===== src/hdl/psbp_pkg.sv =====
// constants for the parallel slave byte port
// assumes a single sys_clk domain split into four phase slots
package psbp_pkg;

  localparam int unsigned PSBP_DATA_W    = 8;
  localparam int unsigned PSBP_PHASE_W   = 2;
  localparam int unsigned PSBP_SYNC_LEN  = 2;

  // phase slots of the internal instruction cycle
  localparam logic [PSBP_PHASE_W-1:0] PSBP_PHASE_TWO  = 2'h1;
  localparam logic [PSBP_PHASE_W-1:0] PSBP_PHASE_FOUR = 2'h3;
  localparam logic [PSBP_PHASE_W-1:0] PSBP_PHASE_RST  = 2'h0;
  localparam logic [PSBP_PHASE_W-1:0] PSBP_PHASE_STEP = 2'h1;

  // reset values
  localparam logic [PSBP_DATA_W-1:0] PSBP_LATCH_RST = 8'h00;
  localparam logic                   PSBP_FLAG_RST  = 1'b0;
  localparam logic                   PSBP_STROBE_IDLE = 1'b1;

  // completion report sequencer, one-hot
  typedef enum logic [2:0] {
    PSBP_DONE_IDLE  = 3'b001,
    PSBP_DONE_WAIT2 = 3'b010,
    PSBP_DONE_WAIT4 = 3'b100
  } psbp_done_t;

endpackage


===== src/hdl/psbp_port.sv =====
// parallel slave byte port: external 8-bit master reads/writes a latch pair
// assumes data pins and firmware strobes are synchronous to sys_clk;
// firmware strobes are one-cycle pulses, strobes from the master are async
`timescale 1ns/1ps
`default_nettype none

module psbp_port
  import psbp_pkg::*;
(
  // clock, reset, enable
  input  wire logic                              sys_clk,
  input  wire logic                              rstn,
  input  wire logic                              clkEn,
  // firmware configuration
  input  wire logic                              slaveModeEnable,
  input  wire logic [psbp_pkg::PSBP_DATA_W-1:0]  dataPinDirection,
  input  wire logic                              portIrqEnable,
  // firmware data access
  input  wire logic                              fwDataWrite,
  input  wire logic [psbp_pkg::PSBP_DATA_W-1:0]  fwWriteData,
  input  wire logic                              fwDataRead,
  output logic      [psbp_pkg::PSBP_DATA_W-1:0]  fwReadData,
  // firmware flag clears
  input  wire logic                              fwOverflowClear,
  input  wire logic                              fwIrqClear,
  // status
  output logic                                   inputFullFlag,
  output logic                                   outputFullFlag,
  output logic                                   inputOverflowFlag,
  output logic                                   portIrqFlag,
  output logic                                   portIrqRequest,
  // external control pins
  input  wire logic                              readStrobeN,
  input  wire logic                              writeStrobeN,
  input  wire logic                              chipSelectN,
  // external data pins
  input  wire logic [psbp_pkg::PSBP_DATA_W-1:0]  dataPinIn,
  output logic      [psbp_pkg::PSBP_DATA_W-1:0]  dataPinOut,
  output logic      [psbp_pkg::PSBP_DATA_W-1:0]  dataPinOeN
);

  import psbp_pkg::*;

  // strobe synchronisers
  logic [PSBP_SYNC_LEN-1:0] rdSync_reg;
  logic [PSBP_SYNC_LEN-1:0] wrSync_reg;
  logic [PSBP_SYNC_LEN-1:0] csSync_reg;
  logic [PSBP_SYNC_LEN-1:0] rdSync_next;
  logic [PSBP_SYNC_LEN-1:0] wrSync_next;
  logic [PSBP_SYNC_LEN-1:0] csSync_next;
  logic                     writeActive;
  logic                     readActive;
  logic                     writeWasActive_reg;
  logic                     readWasActive_reg;
  logic                     writeEnd;
  logic                     readStart;
  logic                     readEnd;

  // phase slots
  logic [PSBP_PHASE_W-1:0]  phase_reg;
  logic [PSBP_PHASE_W-1:0]  phase_next;
  logic                     atPhaseTwo;
  logic                     atPhaseFour;

  // completion sequencers
  psbp_done_t               wrDone_reg;
  psbp_done_t               wrDone_next;
  psbp_done_t               rdDone_reg;
  psbp_done_t               rdDone_next;
  logic                     wrReport;
  logic                     rdReport;

  // latches and flags
  logic [PSBP_DATA_W-1:0]   inLatch_reg;
  logic [PSBP_DATA_W-1:0]   inLatch_next;
  logic [PSBP_DATA_W-1:0]   outLatch_reg;
  logic [PSBP_DATA_W-1:0]   outLatch_next;
  logic [PSBP_DATA_W-1:0]   lastWriteData_reg;
  logic [PSBP_DATA_W-1:0]   lastWriteData_next;
  logic [PSBP_DATA_W-1:0]   readData_reg;
  logic [PSBP_DATA_W-1:0]   readData_next;
  logic                     ibf_reg;
  logic                     ibf_next;
  logic                     obf_reg;
  logic                     obf_next;
  logic                     input_overflow_flag_reg;
  logic                     input_overflow_flag_next;
  logic                     ovfReadSeen_reg;
  logic                     ovfReadSeen_next;
  logic                     irq_reg;
  logic                     irq_next;

  // strobe synchroniser: stage 0 feeds only stage 1
  always_comb
  begin
    rdSync_next = {rdSync_reg[0], readStrobeN};
    wrSync_next = {wrSync_reg[0], writeStrobeN};
    csSync_next = {csSync_reg[0], chipSelectN};
  end

  // detected strobe levels, gated by slave mode
  assign writeActive = slaveModeEnable && !csSync_reg[1] && !wrSync_reg[1];
  assign readActive  = slaveModeEnable && !csSync_reg[1] && !rdSync_reg[1];
  // level triggered ends: either line high closes the cycle
  assign writeEnd    = writeWasActive_reg && !writeActive;
  assign readStart   = !readWasActive_reg && readActive;
  assign readEnd     = readWasActive_reg && !readActive;

  always_ff @(posedge sys_clk)
  begin
    if (!rstn)
    begin
      rdSync_reg         <= {PSBP_SYNC_LEN{PSBP_STROBE_IDLE}};
      wrSync_reg         <= {PSBP_SYNC_LEN{PSBP_STROBE_IDLE}};
      csSync_reg         <= {PSBP_SYNC_LEN{PSBP_STROBE_IDLE}};
      writeWasActive_reg <= PSBP_FLAG_RST;
      readWasActive_reg  <= PSBP_FLAG_RST;
    end
    else if (clkEn)
    begin
      rdSync_reg         <= rdSync_next;
      wrSync_reg         <= wrSync_next;
      csSync_reg         <= csSync_next;
      writeWasActive_reg <= writeActive;
      readWasActive_reg  <= readActive;
    end
  end

  // four phase slots per instruction cycle
  always_comb
  begin
    phase_next = phase_reg + PSBP_PHASE_STEP;
  end

  assign atPhaseTwo  = (phase_reg == PSBP_PHASE_TWO);
  assign atPhaseFour = (phase_reg == PSBP_PHASE_FOUR);

  always_ff @(posedge sys_clk)
  begin
    if (!rstn)
      phase_reg <= PSBP_PHASE_RST;
    else if (clkEn)
      phase_reg <= phase_next;
  end

  // completion report: wait for the next phase two, then report on phase four
  function automatic psbp_done_t psbp_done_step(
    input psbp_done_t cur,
    input logic       start,
    input logic       p2,
    input logic       p4
  );
    psbp_done_t nxt;
    nxt = cur;
    unique case (cur)
      PSBP_DONE_IDLE:
        if (start)
          nxt = PSBP_DONE_WAIT2;
      PSBP_DONE_WAIT2:
        if (p2)
          nxt = PSBP_DONE_WAIT4;
      PSBP_DONE_WAIT4:
        if (p4)
          nxt = PSBP_DONE_IDLE;
      default:
        nxt = PSBP_DONE_IDLE;
    endcase
    return nxt;
  endfunction

  always_comb
  begin
    wrDone_next = psbp_done_step(wrDone_reg, writeEnd, atPhaseTwo, atPhaseFour);
    rdDone_next = psbp_done_step(rdDone_reg, readEnd, atPhaseTwo, atPhaseFour);
  end

  assign wrReport = (wrDone_reg == PSBP_DONE_WAIT4) && atPhaseFour;
  assign rdReport = (rdDone_reg == PSBP_DONE_WAIT4) && atPhaseFour;

  always_ff @(posedge sys_clk)
  begin
    if (!rstn)
    begin
      wrDone_reg <= PSBP_DONE_IDLE;
      rdDone_reg <= PSBP_DONE_IDLE;
    end
    else if (clkEn)
    begin
      wrDone_reg <= wrDone_next;
      rdDone_reg <= rdDone_next;
    end
  end

  // latches and status flags; hardware sets win over firmware clears
  always_comb
  begin
    inLatch_next       = inLatch_reg;
    outLatch_next      = outLatch_reg;
    lastWriteData_next = lastWriteData_reg;
    ibf_next           = ibf_reg;
    obf_next           = obf_reg;
    input_overflow_flag_next          = input_overflow_flag_reg;
    ovfReadSeen_next   = ovfReadSeen_reg;
    irq_next           = irq_reg;

    // pins are sampled during the write so the byte survives synchroniser lag
    if (writeActive)
      lastWriteData_next = dataPinIn;
    if (writeEnd)
      inLatch_next = lastWriteData_next;

    // firmware write always reaches the latch, even mid-read
    if (fwDataWrite)
      outLatch_next = fwWriteData;

    // input full
    if (fwDataRead)
      ibf_next = 1'b0;
    if (wrReport)
      ibf_next = 1'b1;

    // output full: cleared by read start and held clear during a read
    if (fwDataWrite && !readActive)
      obf_next = 1'b1;
    if (readStart || readActive)
      obf_next = 1'b0;

    // overflow needs both a data read and a clear write; never self-clears
    if (fwDataRead && input_overflow_flag_reg)
      ovfReadSeen_next = 1'b1;
    if (fwOverflowClear && (ovfReadSeen_reg || (fwDataRead && input_overflow_flag_reg)))
    begin
      input_overflow_flag_next        = 1'b0;
      ovfReadSeen_next = 1'b0;
    end
    if (wrReport && ibf_reg)
    begin
      input_overflow_flag_next        = 1'b1;
      ovfReadSeen_next = 1'b0;
    end

    // irq flag
    if (fwIrqClear)
      irq_next = 1'b0;
    if (wrReport || rdReport)
      irq_next = 1'b1;

    // leaving slave mode holds both full flags clear, overflow untouched
    if (!slaveModeEnable)
    begin
      ibf_next = 1'b0;
      obf_next = 1'b0;
    end
  end

  // firmware read: live pins during a write or outside slave mode, else latch
  always_comb
  begin
    if (!slaveModeEnable || writeActive)
      readData_next = dataPinIn;
    else
      readData_next = inLatch_reg;
  end

  always_ff @(posedge sys_clk)
  begin
    if (!rstn)
    begin
      inLatch_reg       <= PSBP_LATCH_RST;
      outLatch_reg      <= PSBP_LATCH_RST;
      lastWriteData_reg <= PSBP_LATCH_RST;
      readData_reg      <= PSBP_LATCH_RST;
      ibf_reg           <= PSBP_FLAG_RST;
      obf_reg           <= PSBP_FLAG_RST;
      input_overflow_flag_reg          <= PSBP_FLAG_RST;
      ovfReadSeen_reg   <= PSBP_FLAG_RST;
      irq_reg           <= PSBP_FLAG_RST;
    end
    else if (clkEn)
    begin
      inLatch_reg       <= inLatch_next;
      outLatch_reg      <= outLatch_next;
      lastWriteData_reg <= lastWriteData_next;
      readData_reg      <= readData_next;
      ibf_reg           <= ibf_next;
      obf_reg           <= obf_next;
      input_overflow_flag_reg          <= input_overflow_flag_next;
      ovfReadSeen_reg   <= ovfReadSeen_next;
      irq_reg           <= irq_next;
    end
  end

  // pin drivers: slave mode ignores the direction bits
  genvar gBit;
  generate
    for (gBit = 0; gBit < PSBP_DATA_W; gBit++)
    begin : gPin
      always_comb
      begin
        if (slaveModeEnable)
          dataPinOeN[gBit] = !readActive;
        else
          dataPinOeN[gBit] = dataPinDirection[gBit];
      end
    end
  endgenerate

  assign dataPinOut        = outLatch_reg;
  assign fwReadData        = readData_reg;
  assign inputFullFlag     = ibf_reg;
  assign outputFullFlag    = obf_reg;
  assign inputOverflowFlag = input_overflow_flag_reg;
  assign portIrqFlag       = irq_reg;
  assign portIrqRequest    = irq_reg && portIrqEnable;

endmodule

`default_nettype wire


===== config.mk =====
export PLATFORM = sky130hd
export DESIGN_NAME = psbp_port
export DESIGN_NICKNAME = d
export VERILOG_FILES = /design/src/hdl/psbp_pkg.sv /design/src/hdl/psbp_port.sv
export SDC_FILE = /design/constraint.sdc
export NUM_CORES = 1
export LEC_CHECK = 0
export BUFFER_PORTS_ARGS = -buffer_cell sky130_fd_sc_hd__buf_2
export CORE_MARGIN = 4
export CORE_UTILIZATION = 29
export CTS_CLUSTER_SIZE = 25
export DETAILED_ROUTE_END_ITERATION = 16
export GPL_ROUTABILITY_DRIVEN = 0
export PLACE_DENSITY_LB_ADDON = 0.3
export SLEW_MARGIN = 20
export SYNTH_ARGS = -nofsm -noshare
export SYNTH_HDL_FRONTEND = slang
export SYNTH_SLANG_ARGS = --single-unit

===== constraint.sdc =====
create_clock -name sys_clk -period 1.3 [get_ports sys_clk]
set_input_delay 0.13 -clock sys_clk [delete_from_list [all_inputs] [get_ports sys_clk]]
set_output_delay 0.13 -clock sys_clk [all_outputs]
set_load 0.05 [all_outputs]

==> reports/summary.log <==
qor: clocking.cts_made_buffers 5
qor: critical_path.rr_startpoint phase_reg[1]$_SDFFE_PN0P_
qor: critical_path.worst-path-buf-inv 1
qor: timing.skew 0.00698 ns
qor: global_routing.track_usage 13.0%
qor: global_routing.first_pass_grt_wire_length 9400 um
qor: clocking.cts-root-to-sink-buffers 2
qor: die.die-width 95.9 um
qor: critical_path.type_of_destination_of_the_critical_path register
qor: finish.fillCellCount 772
qor: die.die-height 95.9 um
qor: die.die-area 9200 um^2
qor: detailed_routing.dr_total_vias 2072
qor: detailed_routing.drt_iter0_drc 97
qor: yosys.synth_warnings 0
qor: place.dpl_cell_area 2790 um^2
qor: timing.final.setup.worst_slack -0.0361 ns
qor: finish.final_util 41.7%
qor: finish.most-common-layout-cells 56 x sky130_fd_sc_hd__buf_2, 49 x sky130_fd_sc_hd__dfxtp_1, 35 x sky130_fd_sc_hd__nor2_1
qor: timing.final.period_utilization 103%
qor: finish.drive_above_1_share 32.8%
qor: timing.grt_setup_unrepaired yes
qor: finish.layout.area.seq 1070 um^2
qor: timing.worst_slew_margin_rel 67.4%
qor: critical_path.worst_path_arrival 1.53 ns
qor: critical_path.critical_path.startpoint_type register
qor: timing.finalHoldViolCount 0
qor: clocking.clock_sinks 53
qor: yosys.synthesis.area 2240 um^2
qor: yosys.flops_latches_synth 53
qor: timing.timing.fmax 0.748 GHz
qor: yosys.synth-edff-count 0
qor: die.rows 31
qor: status.violations setup timing
qor: pwr.p_leak 1.30 nW
qor: critical_path.critPathMaxFanout 3
qor: place.post_dp_hpwl 4040 um
qor: critical_path.crit_type reg -> reg
qor: global_routing.vias_in_the_first_global_route 1980
qor: finish.final_design_area_no_fill 3070 um^2
qor: clocking.cts_tree done
qor: finish.areaGrowthSynthToFinish 37.1%
qor: finish.most_common_cell_after_layout_fill_and_taps_aside sky130_fd_sc_hd__buf_2
qor: timing.final.setup.tns -0.322 ns
qor: critical_path.worstRegToRegCells 5
qor: critical_path.cpLargestDelayFamily flip-flops
qor: critical_path.setup.reg_to_reg.worst_slack -0.04 ns
qor: clocking.ctsHtreeMaxLevel 2
qor: yosys.synth_cell_type_count 33
qor: yosys.synth_ff_type sky130_fd_sc_hd__dfxtp_1
qor: clocking.cts.root.buffer_cell sky130_fd_sc_hd__clkbuf_8
qor: place.placed_cells_incl_taps 427
qor: critical_path.worst_path_largest_cell_delay 0.38 ns
qor: finish.finalNetCount 378
qor: detailed_routing.route.detailed.vias_per_inst 4.71
qor: place.io_buffer_count 64
qor: global_routing.grt_start_max_net_pins 23
qor: yosys.synth_fp_nets 301
qor: status.status finished with violations
qor: detailed_routing.totalWireLength 5670 um
qor: die.core_area 7370 um^2
qor: flow_run.max_cap_violations 0
qor: clocking.cts.reportedPaths.clkPinSlew 0.10 ns
qor: pwr.ir_drop_worst_case_vdd 0.000451 V
qor: critical_path.slowest_stage sky130_fd_sc_hd__dfxtp_4
qor: die.initial_core_util 30.4%
qor: critical_path.worst_ep_required_time 1.49 ns
qor: pwr.power_density 1040 nW/um^2
qor: yosys.synth_seq_area_share 47.3%
qor: detailed_routing.detail_route.drc_violations 0
qor: clocking.cts_hold_repair.buffers 0
qor: detailed_routing.drt-pass1-iter-count 4
qor: finish.n_antenna_cell 0
qor: critical_path.r2r_end wrDone_reg[0]$_SDFFE_PN1P_
qor: hold_path.worst_hold_startpoint chipSelectN
qor: timing.setup_viol 17
qor: hold_path.hold_path_class in -> reg
qor: global_routing.overflow 0
qor: clocking.insertion_delay 0.31 ns
qor: timing.drv_slew 0
qor: yosys.netlist_instances 263
qor: critical_path.critical_path.cell_chain inv_2, ha_4, or3b_4, a311oi_2, a21oi_1
qor: timing.fin_hold_ws 0.0433 ns
qor: yosys.syn_area_per_cell 8.52 um^2
qor: finish.post_layout_nonfiller_instances 440
qor: hold_path.timing.hold.worst_path_depth 3
qor: timing.worst-slew-pin-transition 0.489 ns
qor: global_routing.grt_antenna_before_repair 0
qor: detailed_routing.post_drt_wl_per_cell 12.9 um
qor: die.io_pins 65
qor: timing.fin_crit 1.34 ns
qor: detailed_routing.drtAntennaViolNets 0
qor: yosys.asyncSetResetFlopFracSynth 0%
qor: finish.multiInputGateArea 1160 um^2
qor: hold_path.worstHoldEndpoint csSync_reg[0]$_SDFFE_PN1P_
## cell usage after synthesis, types with 2 or more instances
library cell               number  share of area (%)
sky130_fd_sc_hd__nand3_1       18                4.0
sky130_fd_sc_hd__buf_2          7                1.6
sky130_fd_sc_hd__clkbuf_1       9                1.5
sky130_fd_sc_hd__ha_1           2                1.1
sky130_fd_sc_hd__dfxtp_1       53                 47
sky130_fd_sc_hd__nor3_1         3               0.67
sky130_fd_sc_hd__o21ai_0       22                4.9
sky130_fd_sc_hd__nand4_1        3               0.84
sky130_fd_sc_hd__mux2i_1       23                 10
sky130_fd_sc_hd__nor3b_1        5                1.7
sky130_fd_sc_hd__and2_1         3               0.84
sky130_fd_sc_hd__a21oi_1       33                7.4
sky130_fd_sc_hd__or3b_2         2               0.78
sky130_fd_sc_hd__buf_1          3               0.50
sky130_fd_sc_hd__inv_1          4               0.67
sky130_fd_sc_hd__a211oi_1       2               0.67
sky130_fd_sc_hd__a32oi_1        2               0.78
sky130_fd_sc_hd__nand2_1       20                3.3
sky130_fd_sc_hd__nor2_1        35                5.9
## power by group
| group | switching [mW] | total [mW] | internal (mW) | leakage, nW |
|---|---|---|---|---|
| Sequential | 0.0297 | 1.70 | 1.67 | 0.432 |
| Clock | 0.541 | 0.973 | 0.433 | 0.0512 |
| Combinational | 0.329 | 0.524 | 0.195 | 0.822 |
| Total | 0.899 | 3.19 | 2.30 | 1.30 |
## worst register-to-register path, stage by stage, from the launching register on
cell and delay [ns]:
sky130_fd_sc_hd__dfxtp_4 0.38, sky130_fd_sc_hd__inv_2 0.04, sky130_fd_sc_hd__ha_4 0.15, sky130_fd_sc_hd__or3b_4 0.36, sky130_fd_sc_hd__a311oi_2 0.23, sky130_fd_sc_hd__a21oi_1 0.06
## routing by layer
| metal | global-route usage [%] | wire [um] | vias up |
|---|---|---|---|
| met5 | 0 | 0 | - |
| li1 | - | - | 1082 |
| met1 | 17.1 | 2620 | 950 |
| met3 | 3.28 | 268 | 7 |
| met4 | 3.55 | 63 | 0 |
| met2 | 21.1 | 2710 | 33 |
## stage by stage
step | power (mW) | setup slack (ns)
floorplan | 2.03 | -0.136
global placement | 2.21 | -0.353
detailed placement | 2.22 | -0.382
CTS | 3.23 | -0.0640
global route | 3.35 | -0.119
finish | 3.19 | -0.0361
## worst max path at each step
stage          slack, ns                        from  cells after the start                           endpoint
2_1_floorplan      -0.14  csSync_reg[1]$_SDFFE_PN1P_                      3                      dataPinOeN[0]
3_3_place_gp       -0.35  csSync_reg[1]$_SDFFE_PN1P_                      3                      dataPinOeN[6]
3_5_place_dp       -0.38  rdSync_reg[1]$_SDFFE_PN1P_                      3                      dataPinOeN[7]
4_1_cts            -0.06   phase_reg[1]$_SDFFE_PN0P_                      5         wrDone_reg[0]$_SDFFE_PN1P_
5_1_grt            -0.12  csSync_reg[1]$_SDFFE_PN1P_                      5  lastWriteData_reg[2]$_SDFFE_PN0P_
6_report           -0.04   phase_reg[1]$_SDFFE_PN0P_                      5         wrDone_reg[0]$_SDFFE_PN1P_
## final cells by class
cell class | instances | area share (%)
timing repair buffer | 89 | 19.6
sequential | 53 | 34.9
multi-input combinational | 187 | 37.9
tap | 99 | 4.03
clock inverter | 2 | 0.448
inverter | 4 | 0.489
clock buffer | 6 | 2.69
## what timing repair did
action	4_1_cts	5_1_grt
gates cloned	1	0
resized for setup	36	6
setup buffers	3	1
endpoints found under the setup margin	21	28
pin swaps	3	10
## cell families (layout without fill, tap and decap cells)
family	Yosys count	count (layout)	share of synthesized area (%)
and+or+nand+nor	94	94	19.8
muxes	23	23	10.3
adders and majority gates	2	2	1.12
DFF	53	53	47.3
AOI/OAI and AO/OA	67	67	16.8
xor gates and xnor gates	1	1	0.391
buffers and inverters	23	101	4.24
Note: power is estimated with default switching activity, not from simulation.
